--- src/rtl/rfs_map.vh ---
`ifndef RFS_MAP_VH
`define RFS_MAP_VH

// ====================================================================
// Register byte addresses
`define RFS_SHORT_OFS        8'h00
`define RFS_LONG_OFS         8'h04
`define RFS_RESID_OFS        8'h08
`define RFS_MCAST_OFS        8'h0C
`define RFS_MAXLEN_OFS       8'h10
`define RFS_IRQ_STAT_OFS     8'h14
`define RFS_IRQ_MASK_OFS     8'h18

// ====================================================================
// Field layout and reset values
`define RFS_CNT_W            16
`define RFS_CNT_MAX          16'hFFFF
`define RFS_CNT_RST          16'h0000
`define RFS_LEN_W            16
`define RFS_MAXLEN_RST       16'h05EE
`define RFS_SHORT_LIMIT      16'h0040
`define RFS_NUM_CNT          4
`define RFS_IRQ_RST          4'h0

// ====================================================================
// Counter indexes, also the status and mask bit positions
`define RFS_IDX_SHORT        0
`define RFS_IDX_LONG         1
`define RFS_IDX_RESID        2
`define RFS_IDX_MCAST        3

`endif

--- src/rtl/rfs_frame_classify.v ---
`timescale 1ns/100ps
`include "rfs_map.vh"

// ====================================================================
// Turns one end-of-frame strobe into per-counter increment requests.
module rfs_frame_classify #(
	parameter LEN_W = 16
) (
	input  wire             frameDone,
	input  wire [LEN_W-1:0] frameLen,
	input  wire             frameResidual,
	input  wire             frameMcast,
	input  wire [LEN_W-1:0] maxLen,
	output wire             incShort,
	output wire             incLong,
	output wire             incResid,
	output wire             incMcast
);
	assign incShort = frameDone && (frameLen < `RFS_SHORT_LIMIT);
	// Strictly greater, and residual frames go elsewhere.
	assign incLong  = frameDone && !frameResidual &&
	                  (frameLen > maxLen);
	assign incResid = frameDone && frameResidual;
	assign incMcast = frameDone && frameMcast;
endmodule

--- src/rtl/rfs_rx_stats.v ---
`timescale 1ns/100ps
`include "rfs_map.vh"

// Function
// - Count received frames shorter than 64 bytes in 16 bits.
// - Any write to a counter register clears it, whatever the data.
// - Upper sixteen bits of every counter register read as zero.
// - Count frames longer than the programmed maximum in 16 bits.
// - Oversize means strictly greater than the programmed maximum.
// - A frame with residual bits is never counted as oversize.
// - Count frames ending with residual bits in 16 bits.
// - Count frames with a multicast destination in 16 bits.
module rfs_rx_stats (
	input  wire        sys_clk,
	input  wire        rst,
	input  wire [7:0]  avs_address,
	input  wire        avs_read,
	input  wire        avs_write,
	input  wire [31:0] avs_writedata,
	input  wire [3:0]  avs_byteenable,
	output wire [31:0] avs_readdata,
	output wire        avs_waitrequest,
	input  wire        frameDone,
	input  wire [15:0] frameLen,
	input  wire        frameResidual,
	input  wire        frameMcast,
	output wire        irq
);
	// ================================================================
	// Bus slave state, one-hot.
	localparam [2:0] ST_IDLE = 3'b001;
	localparam [2:0] ST_ACK  = 3'b010;
	localparam [2:0] ST_REL  = 3'b100;

	reg  [2:0]                state_ff;
	reg  [2:0]                nxt_state;
	reg                       wait_ff;
	reg  [31:0]               rdata_ff;
	reg  [31:0]               nxt_rdata;
	reg  [`RFS_LEN_W-1:0]     maxLen_ff;
	reg  [`RFS_NUM_CNT-1:0]   irqStat_ff;
	reg  [`RFS_NUM_CNT-1:0]   irqMask_ff;
	reg  [`RFS_NUM_CNT-1:0]   nxt_irqStat;
	reg                       irq_ff;
	wire [`RFS_NUM_CNT-1:0]   incVec;
	wire [`RFS_NUM_CNT-1:0]   clrVec;
	wire [`RFS_NUM_CNT-1:0]   satVec;
	wire [`RFS_CNT_W*`RFS_NUM_CNT-1:0] cntFlat;
	wire                      wrTake;

	assign avs_readdata    = rdata_ff;
	assign avs_waitrequest = wait_ff;
	assign irq             = irq_ff;

	// A write takes effect only at the edge where the master sees
	// waitrequest low, so a master that aborts early changes nothing.
	assign wrTake = (state_ff == ST_ACK) && avs_write;

	function [`RFS_NUM_CNT-1:0] cnt_hit;
		input [7:0] addr;
		begin
			if (addr == `RFS_SHORT_OFS) begin
				cnt_hit = 4'h1;
			end else if (addr == `RFS_LONG_OFS) begin
				cnt_hit = 4'h2;
			end else if (addr == `RFS_RESID_OFS) begin
				cnt_hit = 4'h4;
			end else if (addr == `RFS_MCAST_OFS) begin
				cnt_hit = 4'h8;
			end else begin
				cnt_hit = 4'h0;
			end
		end
	endfunction

	// Write data is ignored for counters; a bare write clears.
	assign clrVec = wrTake ? cnt_hit(avs_address) : 4'h0;

	// ================================================================
	// Frame classification and counters.
	rfs_frame_classify #(
		.LEN_W         (`RFS_LEN_W)
	) u_classify (
		.frameDone     (frameDone),
		.frameLen      (frameLen),
		.frameResidual (frameResidual),
		.frameMcast    (frameMcast),
		.maxLen        (maxLen_ff),
		.incShort      (incVec[`RFS_IDX_SHORT]),
		.incLong       (incVec[`RFS_IDX_LONG]),
		.incResid      (incVec[`RFS_IDX_RESID]),
		.incMcast      (incVec[`RFS_IDX_MCAST])
	);

	genvar gi;
	generate
		for (gi = 0; gi < `RFS_NUM_CNT; gi = gi + 1) begin : g_cnt
			rfs_sat_counter #(
				.WIDTH     (`RFS_CNT_W)
			) u_cnt (
				.sys_clk   (sys_clk),
				.rst       (rst),
				.clr       (clrVec[gi]),
				.inc       (incVec[gi]),
				.count     (cntFlat[gi*`RFS_CNT_W +: `RFS_CNT_W]),
				.saturated (satVec[gi])
			);
		end
	endgenerate

	// ================================================================
	// Interrupt: a status bit is set when an increment reaches its counter while it is already saturated.
	// Set beats the write-one clear so a saturation is never lost.
	always @* begin
		nxt_irqStat = irqStat_ff;
		if (wrTake && (avs_address == `RFS_IRQ_STAT_OFS) &&
		    avs_byteenable[0]) begin
			nxt_irqStat = irqStat_ff & ~avs_writedata[`RFS_NUM_CNT-1:0];
		end
		nxt_irqStat = nxt_irqStat | (incVec & satVec);
	end

	// ================================================================
	// Read mux.
	always @* begin
		nxt_rdata = 32'h0000_0000;
		if (avs_address == `RFS_SHORT_OFS) begin
			nxt_rdata[15:0] = cntFlat[15:0];
		end else if (avs_address == `RFS_LONG_OFS) begin
			nxt_rdata[15:0] = cntFlat[31:16];
		end else if (avs_address == `RFS_RESID_OFS) begin
			nxt_rdata[15:0] = cntFlat[47:32];
		end else if (avs_address == `RFS_MCAST_OFS) begin
			nxt_rdata[15:0] = cntFlat[63:48];
		end else if (avs_address == `RFS_MAXLEN_OFS) begin
			nxt_rdata[15:0] = maxLen_ff;
		end else if (avs_address == `RFS_IRQ_STAT_OFS) begin
			nxt_rdata[3:0] = irqStat_ff;
		end else if (avs_address == `RFS_IRQ_MASK_OFS) begin
			nxt_rdata[3:0] = irqMask_ff;
		end else begin
			nxt_rdata = 32'h0000_0000;
		end
	end

	// ================================================================
	// Handshake: one wait cycle, then a one-cycle release of
	// waitrequest, then a recovery cycle so a held request is not
	// taken twice.
	always @* begin
		nxt_state = state_ff;
		case (state_ff)
			ST_IDLE: begin
				if (avs_read || avs_write) begin
					nxt_state = ST_ACK;
				end
			end
			ST_ACK: begin
				nxt_state = ST_REL;
			end
			ST_REL: begin
				nxt_state = ST_IDLE;
			end
			default: begin
				nxt_state = ST_IDLE;
			end
		endcase
	end

	always @(posedge sys_clk or posedge rst) begin
		if (rst) begin
			state_ff   <= ST_IDLE;
			wait_ff    <= 1'b1;
			rdata_ff   <= 32'h0000_0000;
			maxLen_ff  <= `RFS_MAXLEN_RST;
			irqStat_ff <= `RFS_IRQ_RST;
			irqMask_ff <= `RFS_IRQ_RST;
			irq_ff     <= 1'b0;
		end else begin
			state_ff   <= nxt_state;
			wait_ff    <= !(state_ff == ST_IDLE &&
			                (avs_read || avs_write));
			irqStat_ff <= nxt_irqStat;
			irq_ff     <= |(nxt_irqStat & irqMask_ff);
			if (state_ff == ST_IDLE && avs_read) begin
				rdata_ff <= nxt_rdata;
			end
			if (wrTake && avs_address == `RFS_MAXLEN_OFS) begin
				if (avs_byteenable[0]) begin
					maxLen_ff[7:0] <= avs_writedata[7:0];
				end
				if (avs_byteenable[1]) begin
					maxLen_ff[15:8] <= avs_writedata[15:8];
				end
			end
			if (wrTake && avs_address == `RFS_IRQ_MASK_OFS &&
			    avs_byteenable[0]) begin
				irqMask_ff <= avs_writedata[`RFS_NUM_CNT-1:0];
			end
		end
	end
endmodule

--- src/rtl/rfs_sat_counter.v ---
`timescale 1ns/100ps

// ====================================================================
// Saturating counter with a clear that beats the increment.
module rfs_sat_counter #(
	parameter WIDTH = 16
) (
	input  wire             sys_clk,
	input  wire             rst,
	input  wire             clr,
	input  wire             inc,
	output wire [WIDTH-1:0] count,
	output wire             saturated
);
	reg  [WIDTH-1:0] count_ff;
	reg  [WIDTH-1:0] nxt_count;

	assign count     = count_ff;
	assign saturated = &count_ff;

	always @* begin
		nxt_count = count_ff;
		if (clr) begin
			nxt_count = {WIDTH{1'b0}};
		end else if (inc && !saturated) begin
			nxt_count = count_ff + {{(WIDTH-1){1'b0}}, 1'b1};
		end
	end

	always @(posedge sys_clk or posedge rst) begin
		if (rst) begin
			count_ff <= {WIDTH{1'b0}};
		end else begin
			count_ff <= nxt_count;
		end
	end
endmodule

--- config.mk ---
export PLATFORM = sky130hd
export DESIGN_NAME = rfs_rx_stats
export DESIGN_NICKNAME = d
export VERILOG_FILES = /design/src/rtl/rfs_frame_classify.v /design/src/rtl/rfs_rx_stats.v /design/src/rtl/rfs_sat_counter.v
export VERILOG_INCLUDE_DIRS = /design/src /design/src/rtl
export SDC_FILE = /design/constraint.sdc
export NUM_CORES = 1
export LEC_CHECK = 0
export CORE_UTILIZATION = 50
export CTS_CLUSTER_DIAMETER = 150
export CTS_CLUSTER_SIZE = 12
export DETAILED_ROUTE_END_ITERATION = 8
export DONT_BUFFER_PORTS = 1
export PLACE_DENSITY = 0.69
export SETUP_SLACK_MARGIN = 0.4
export SYNTH_ARGS = -nofsm -noshare
export SYNTH_HDL_FRONTEND = slang
export SYNTH_SLANG_ARGS = --single-unit
export TNS_END_PERCENT = 100
--- constraint.sdc ---
create_clock -name sys_clk -period 9.41 [get_ports sys_clk]
set_input_delay 0.4705 -clock sys_clk [delete_from_list [all_inputs] [get_ports sys_clk]]
set_output_delay 0.4705 -clock sys_clk [all_outputs]
set_load 0.005 [all_outputs]
==> impl_summary.log <==
[metrics] final setup violating endpoints: 0
[metrics] commonest register cell after synthesis: dfrtp_1
[metrics] via count of the first global-routing pass: 5061
[metrics] post-synthesis cell area: 6470 um2
[metrics] total placed instance area: 6550 um2
[metrics] worst ir drop on vdd: 117 uV
[metrics] total negative slack: 0 ns
[metrics] first-pass GRT wire length: 26600 um
[metrics] number of flip-flops and latches in the synthesized netlist: 109
[metrics] CP arrival: 3.11 ns
[metrics] Post-synth EDFFs: 0
[metrics] proportion of layout cells with a drive suffix above 1: 9.71%
[metrics] CTS sink count: 109
[metrics] core area: 12600 um2
[metrics] fin area: 6860 um2
[metrics] pre-CTS setup slack: 6.60 ns
[metrics] critical path required time: 9.70 ns
[metrics] normalized max-slew margin: 12.2%
[metrics] number of nets still failing antenna checks after routing: 0
[metrics] horizontal die dimension: 116 um
[metrics] Avg WL per Cell: 19.7 um
[metrics] first drt pass iteration count: 5
[metrics] result of the run: completed
[metrics] final critical-path required period: 2.82 ns
[metrics] final cycle utilization of the critical path: 30.0%
[metrics] share of synthesized registers carrying an async set or reset: 100%
[metrics] Worst Skew: 0.0101 ns
[metrics] antenna violations before repair: 0
[metrics] category of the most critical setup path: flop to flop
[metrics] effective utilization at floorplan: 51.3%
[metrics] sort of element at the end of the critical path: flop
[metrics] pin count of the biggest net entering global routing: 88
[metrics] clock network latency to the later pin of the worst-skew pair: 0.36 ns
[metrics] count of buffers inserted at the top-level ports: 0
[metrics] most area-hungry cell type in the Yosys netlist: dfrtp_1
[metrics] Mapped Cells: 696
[metrics] number of vias per cell after detailed routing: 6.25
[metrics] global routing usage summed across all routing layers: 26.6%
[metrics] nature of the critical path startpoint: flop
[metrics] unrepaired setup endpoints after global routing: false
[metrics] top fanout value on the critical path: 23
[metrics] Static Leak: 2.82 nW
[metrics] clock transition at the register clock pins on the worst setup and hold paths after CTS: 0.07 ns
[metrics] Distinct cells, synth: 64
[metrics] Die Footprint: 13400 um2
[metrics] clock buffer depth: 2
[metrics] depth of the worst register-to-register path: 8
[metrics] count of endpoints failing hold in the final timing report: 0
[metrics] area share of the largest cell type after synthesis: 38.3%
[metrics] portion of the post-synthesis area used by sequential elements: 42.3%
[metrics] Area growth, synth to finish: 5.95%
[metrics] Worst-Margin Slew: 1.31 ns
[metrics] number of standard-cell rows in the floorplan: 41
[metrics] # fillers: 1199
[metrics] type of the tightest min-delay check: input pin to flop
[metrics] number of antenna repair diodes: 0
[metrics] DP Wirelength: 12700 um
[metrics] via count: 5386
[metrics] CTS Buf Count: 9
[metrics] max-capacitance violation count: 0
[metrics] I/O pin cnt: 101
[metrics] Final Max Slew Viols: 0
[metrics] fmax: 355 MHz
[metrics] power density over the cells: 165 nW/um2
[metrics] Post CTS Setup Buffer Count: 0
[metrics] final worst setup slack: 6.59 ns
[metrics] number of hold buffers added after cts: 1
[metrics] Mapped Avg Cell Area: 9.30 um2
[metrics] post-cts gate resize count: 0
[metrics] height of the die: 116 um
[metrics] initial drt markers: 381
[metrics] remaining global-route overflow: 0
[metrics] number of nets at the end of the flow: 772
[metrics] final cell utilization of the core: 54.4%
[metrics] H-tree depth reported by CTS: 3
[metrics] DR DRC count: 0
[metrics] total wire length: 17000 um
[metrics] ranking of synthesized cells by area: dfrtp_1 (38%), a21oi_1 (4.5%), dfstp_2 (4.1%)
[metrics] clock root cell: clkbuf_16
[metrics] final estimated routing congestion in global placement: 0.924
[metrics] Synth Warn #: 0
[metrics] worst hold path depth: 1
[metrics] CTS tree: done
==> worst max-delay path, cell delays in order (launching register included) <==
cell	delay, ns
dfstp_2	0.57
inv_1	0.05
ha_1	0.28
nand4_1	0.19
nor4_4	0.11
a31oi_1	0.32
nand2_1	0.46
or4_1	0.61
a21oi_1	0.16
==> cells in the mapped netlist, types with 5 or more instances <==
cell type	n
a22oi_1	6
xnor2_1	17
nand4_1	15
clkbuf_1	18
mux2_2	17
a21oi_1	58
nor2_1	57
mux2_1	7
nand3_1	39
buf_2	8
and4_1	7
ha_1	20
or4_1	13
o22ai_1	9
a221oi_1	12
a22o_1	5
xor2_1	20
or3_1	13
nand2_1	55
o21ai_0	22
dfrtp_1	99
nor4_1	5
and2_1	8
buf_4	17
o21ai_1	12
o21a_1	10
dfstp_2	10
o31ai_1	11
inv_1	27
and3_1	11
nor3_1	13
==> area by class of cell <==
cell class                 instances  area [um2]  area share, %
sequential                       109        2740           39.9
clock inverter                     7        73.8           1.08
clock buffer                       9         225           3.28
multi-input combinational        530        3440           50.1
inverter                          27         104           1.51
timing repair buffer               8        62.6          0.912
tap                              172         215           3.14
==> final timing paths <==
kind	from	end	slack [ns]
hold reg to reg	state_ff[2]$_DFFE_PP0P_	state_ff[2]$_DFFE_PP0P_	0.48
setup reg to reg	maxLen_ff[10]$_DFFE_PP1P_	g_cnt[1].u_cnt.count[12]$_DFFE_PP0P_	6.59
max in group asynchronous	rst	g_cnt[3].u_cnt.count[7]$_DFFE_PP0P_	7.47
setup / recovery	maxLen_ff[10]$_DFFE_PP1P_	g_cnt[1].u_cnt.count[12]$_DFFE_PP0P_	6.59
hold / removal	avs_writedata[11]	maxLen_ff[11]$_DFFE_PP0P_	0.24
min in group asynchronous	rst	g_cnt[1].u_cnt.count[0]$_DFFE_PP0P_	0.54
==> power breakdown <==
group	switching, mW	internal (mW)
Clock	0.178	0.207
Combinational	0.102	0.0638
Sequential	0.0624	0.518
==> stage by stage <==
step	total power, mW	instances	hold slack, ns
floorplan	0.703	711	0.443
global route	1.19	862	0.235
CTS	1.14	862	0.238
detailed placement	0.753	845	0.326
finish	1.13	862	0.244
global placement	0.742	845	0.317
==> cell usage in the layout, fill, tap and decap left out, types with 4 or more instances in the layout <==
cell | Yosys | layout
a211oi_1 | 4 | 4
conb_1 | 1 | 16
xor2_1 | 20 | 20
a22oi_1 | 6 | 6
nand2_1 | 55 | 55
inv_1 | 27 | 26
or3_1 | 13 | 13
o22ai_1 | 9 | 9
nand3_1 | 39 | 39
xnor2_1 | 17 | 17
nor2_1 | 57 | 57
o21a_1 | 10 | 10
dfstp_2 | 10 | 10
and4_1 | 7 | 7
and3_1 | 11 | 11
clkbuf_16 | 0 | 9
mux2_2 | 17 | 17
and2_1 | 8 | 8
or4_1 | 13 | 13
a21oi_1 | 58 | 58
buf_4 | 17 | 7
mux2_1 | 7 | 7
o21ai_0 | 22 | 22
nor4b_1 | 4 | 4
nor3_1 | 13 | 13
a221oi_1 | 12 | 12
nor4_1 | 5 | 5
nand4_1 | 15 | 15
a22o_1 | 5 | 5
dfrtp_1 | 99 | 99
ha_1 | 20 | 20
o31ai_1 | 11 | 11
o21ai_1 | 12 | 12
==> logic make-up after synthesis <==
group / Yosys count / synth area share (%)
AOI/OAI and AO/OA: 165 / 15.9
xor gates and xnor gates: 37 / 5.01
adders and majority gates: 20 / 3.87
buffers and inverters: 72 / 5.43
DFF: 109 / 42.3
muxes: 26 / 4.48
other: 1 / 0.0579
and+or+nand+nor: 266 / 22.9
==> routing by layer <==
layer	up-vias	wire (um)	track usage [%]
li1	2494	-	-
met1	2649	7280	35.3
met2	220	8050	43.0
met3	23	1290	6.22
met4	0	349	8.63
met5	-	0	0
==> sequential cells by signal, summed over array words and instances (netlist names) <==
| signal | flops |
|---|---|
| avs_readdata | 16 |
| avs_waitrequest | 1 |
| g_cnt.u_cnt.count | 64 |
| irq | 1 |
| irqMask_ff | 4 |
| irqStat_ff | 4 |
| maxLen_ff | 16 |
| state_ff | 3 |
(Power assumes the default switching activity.)
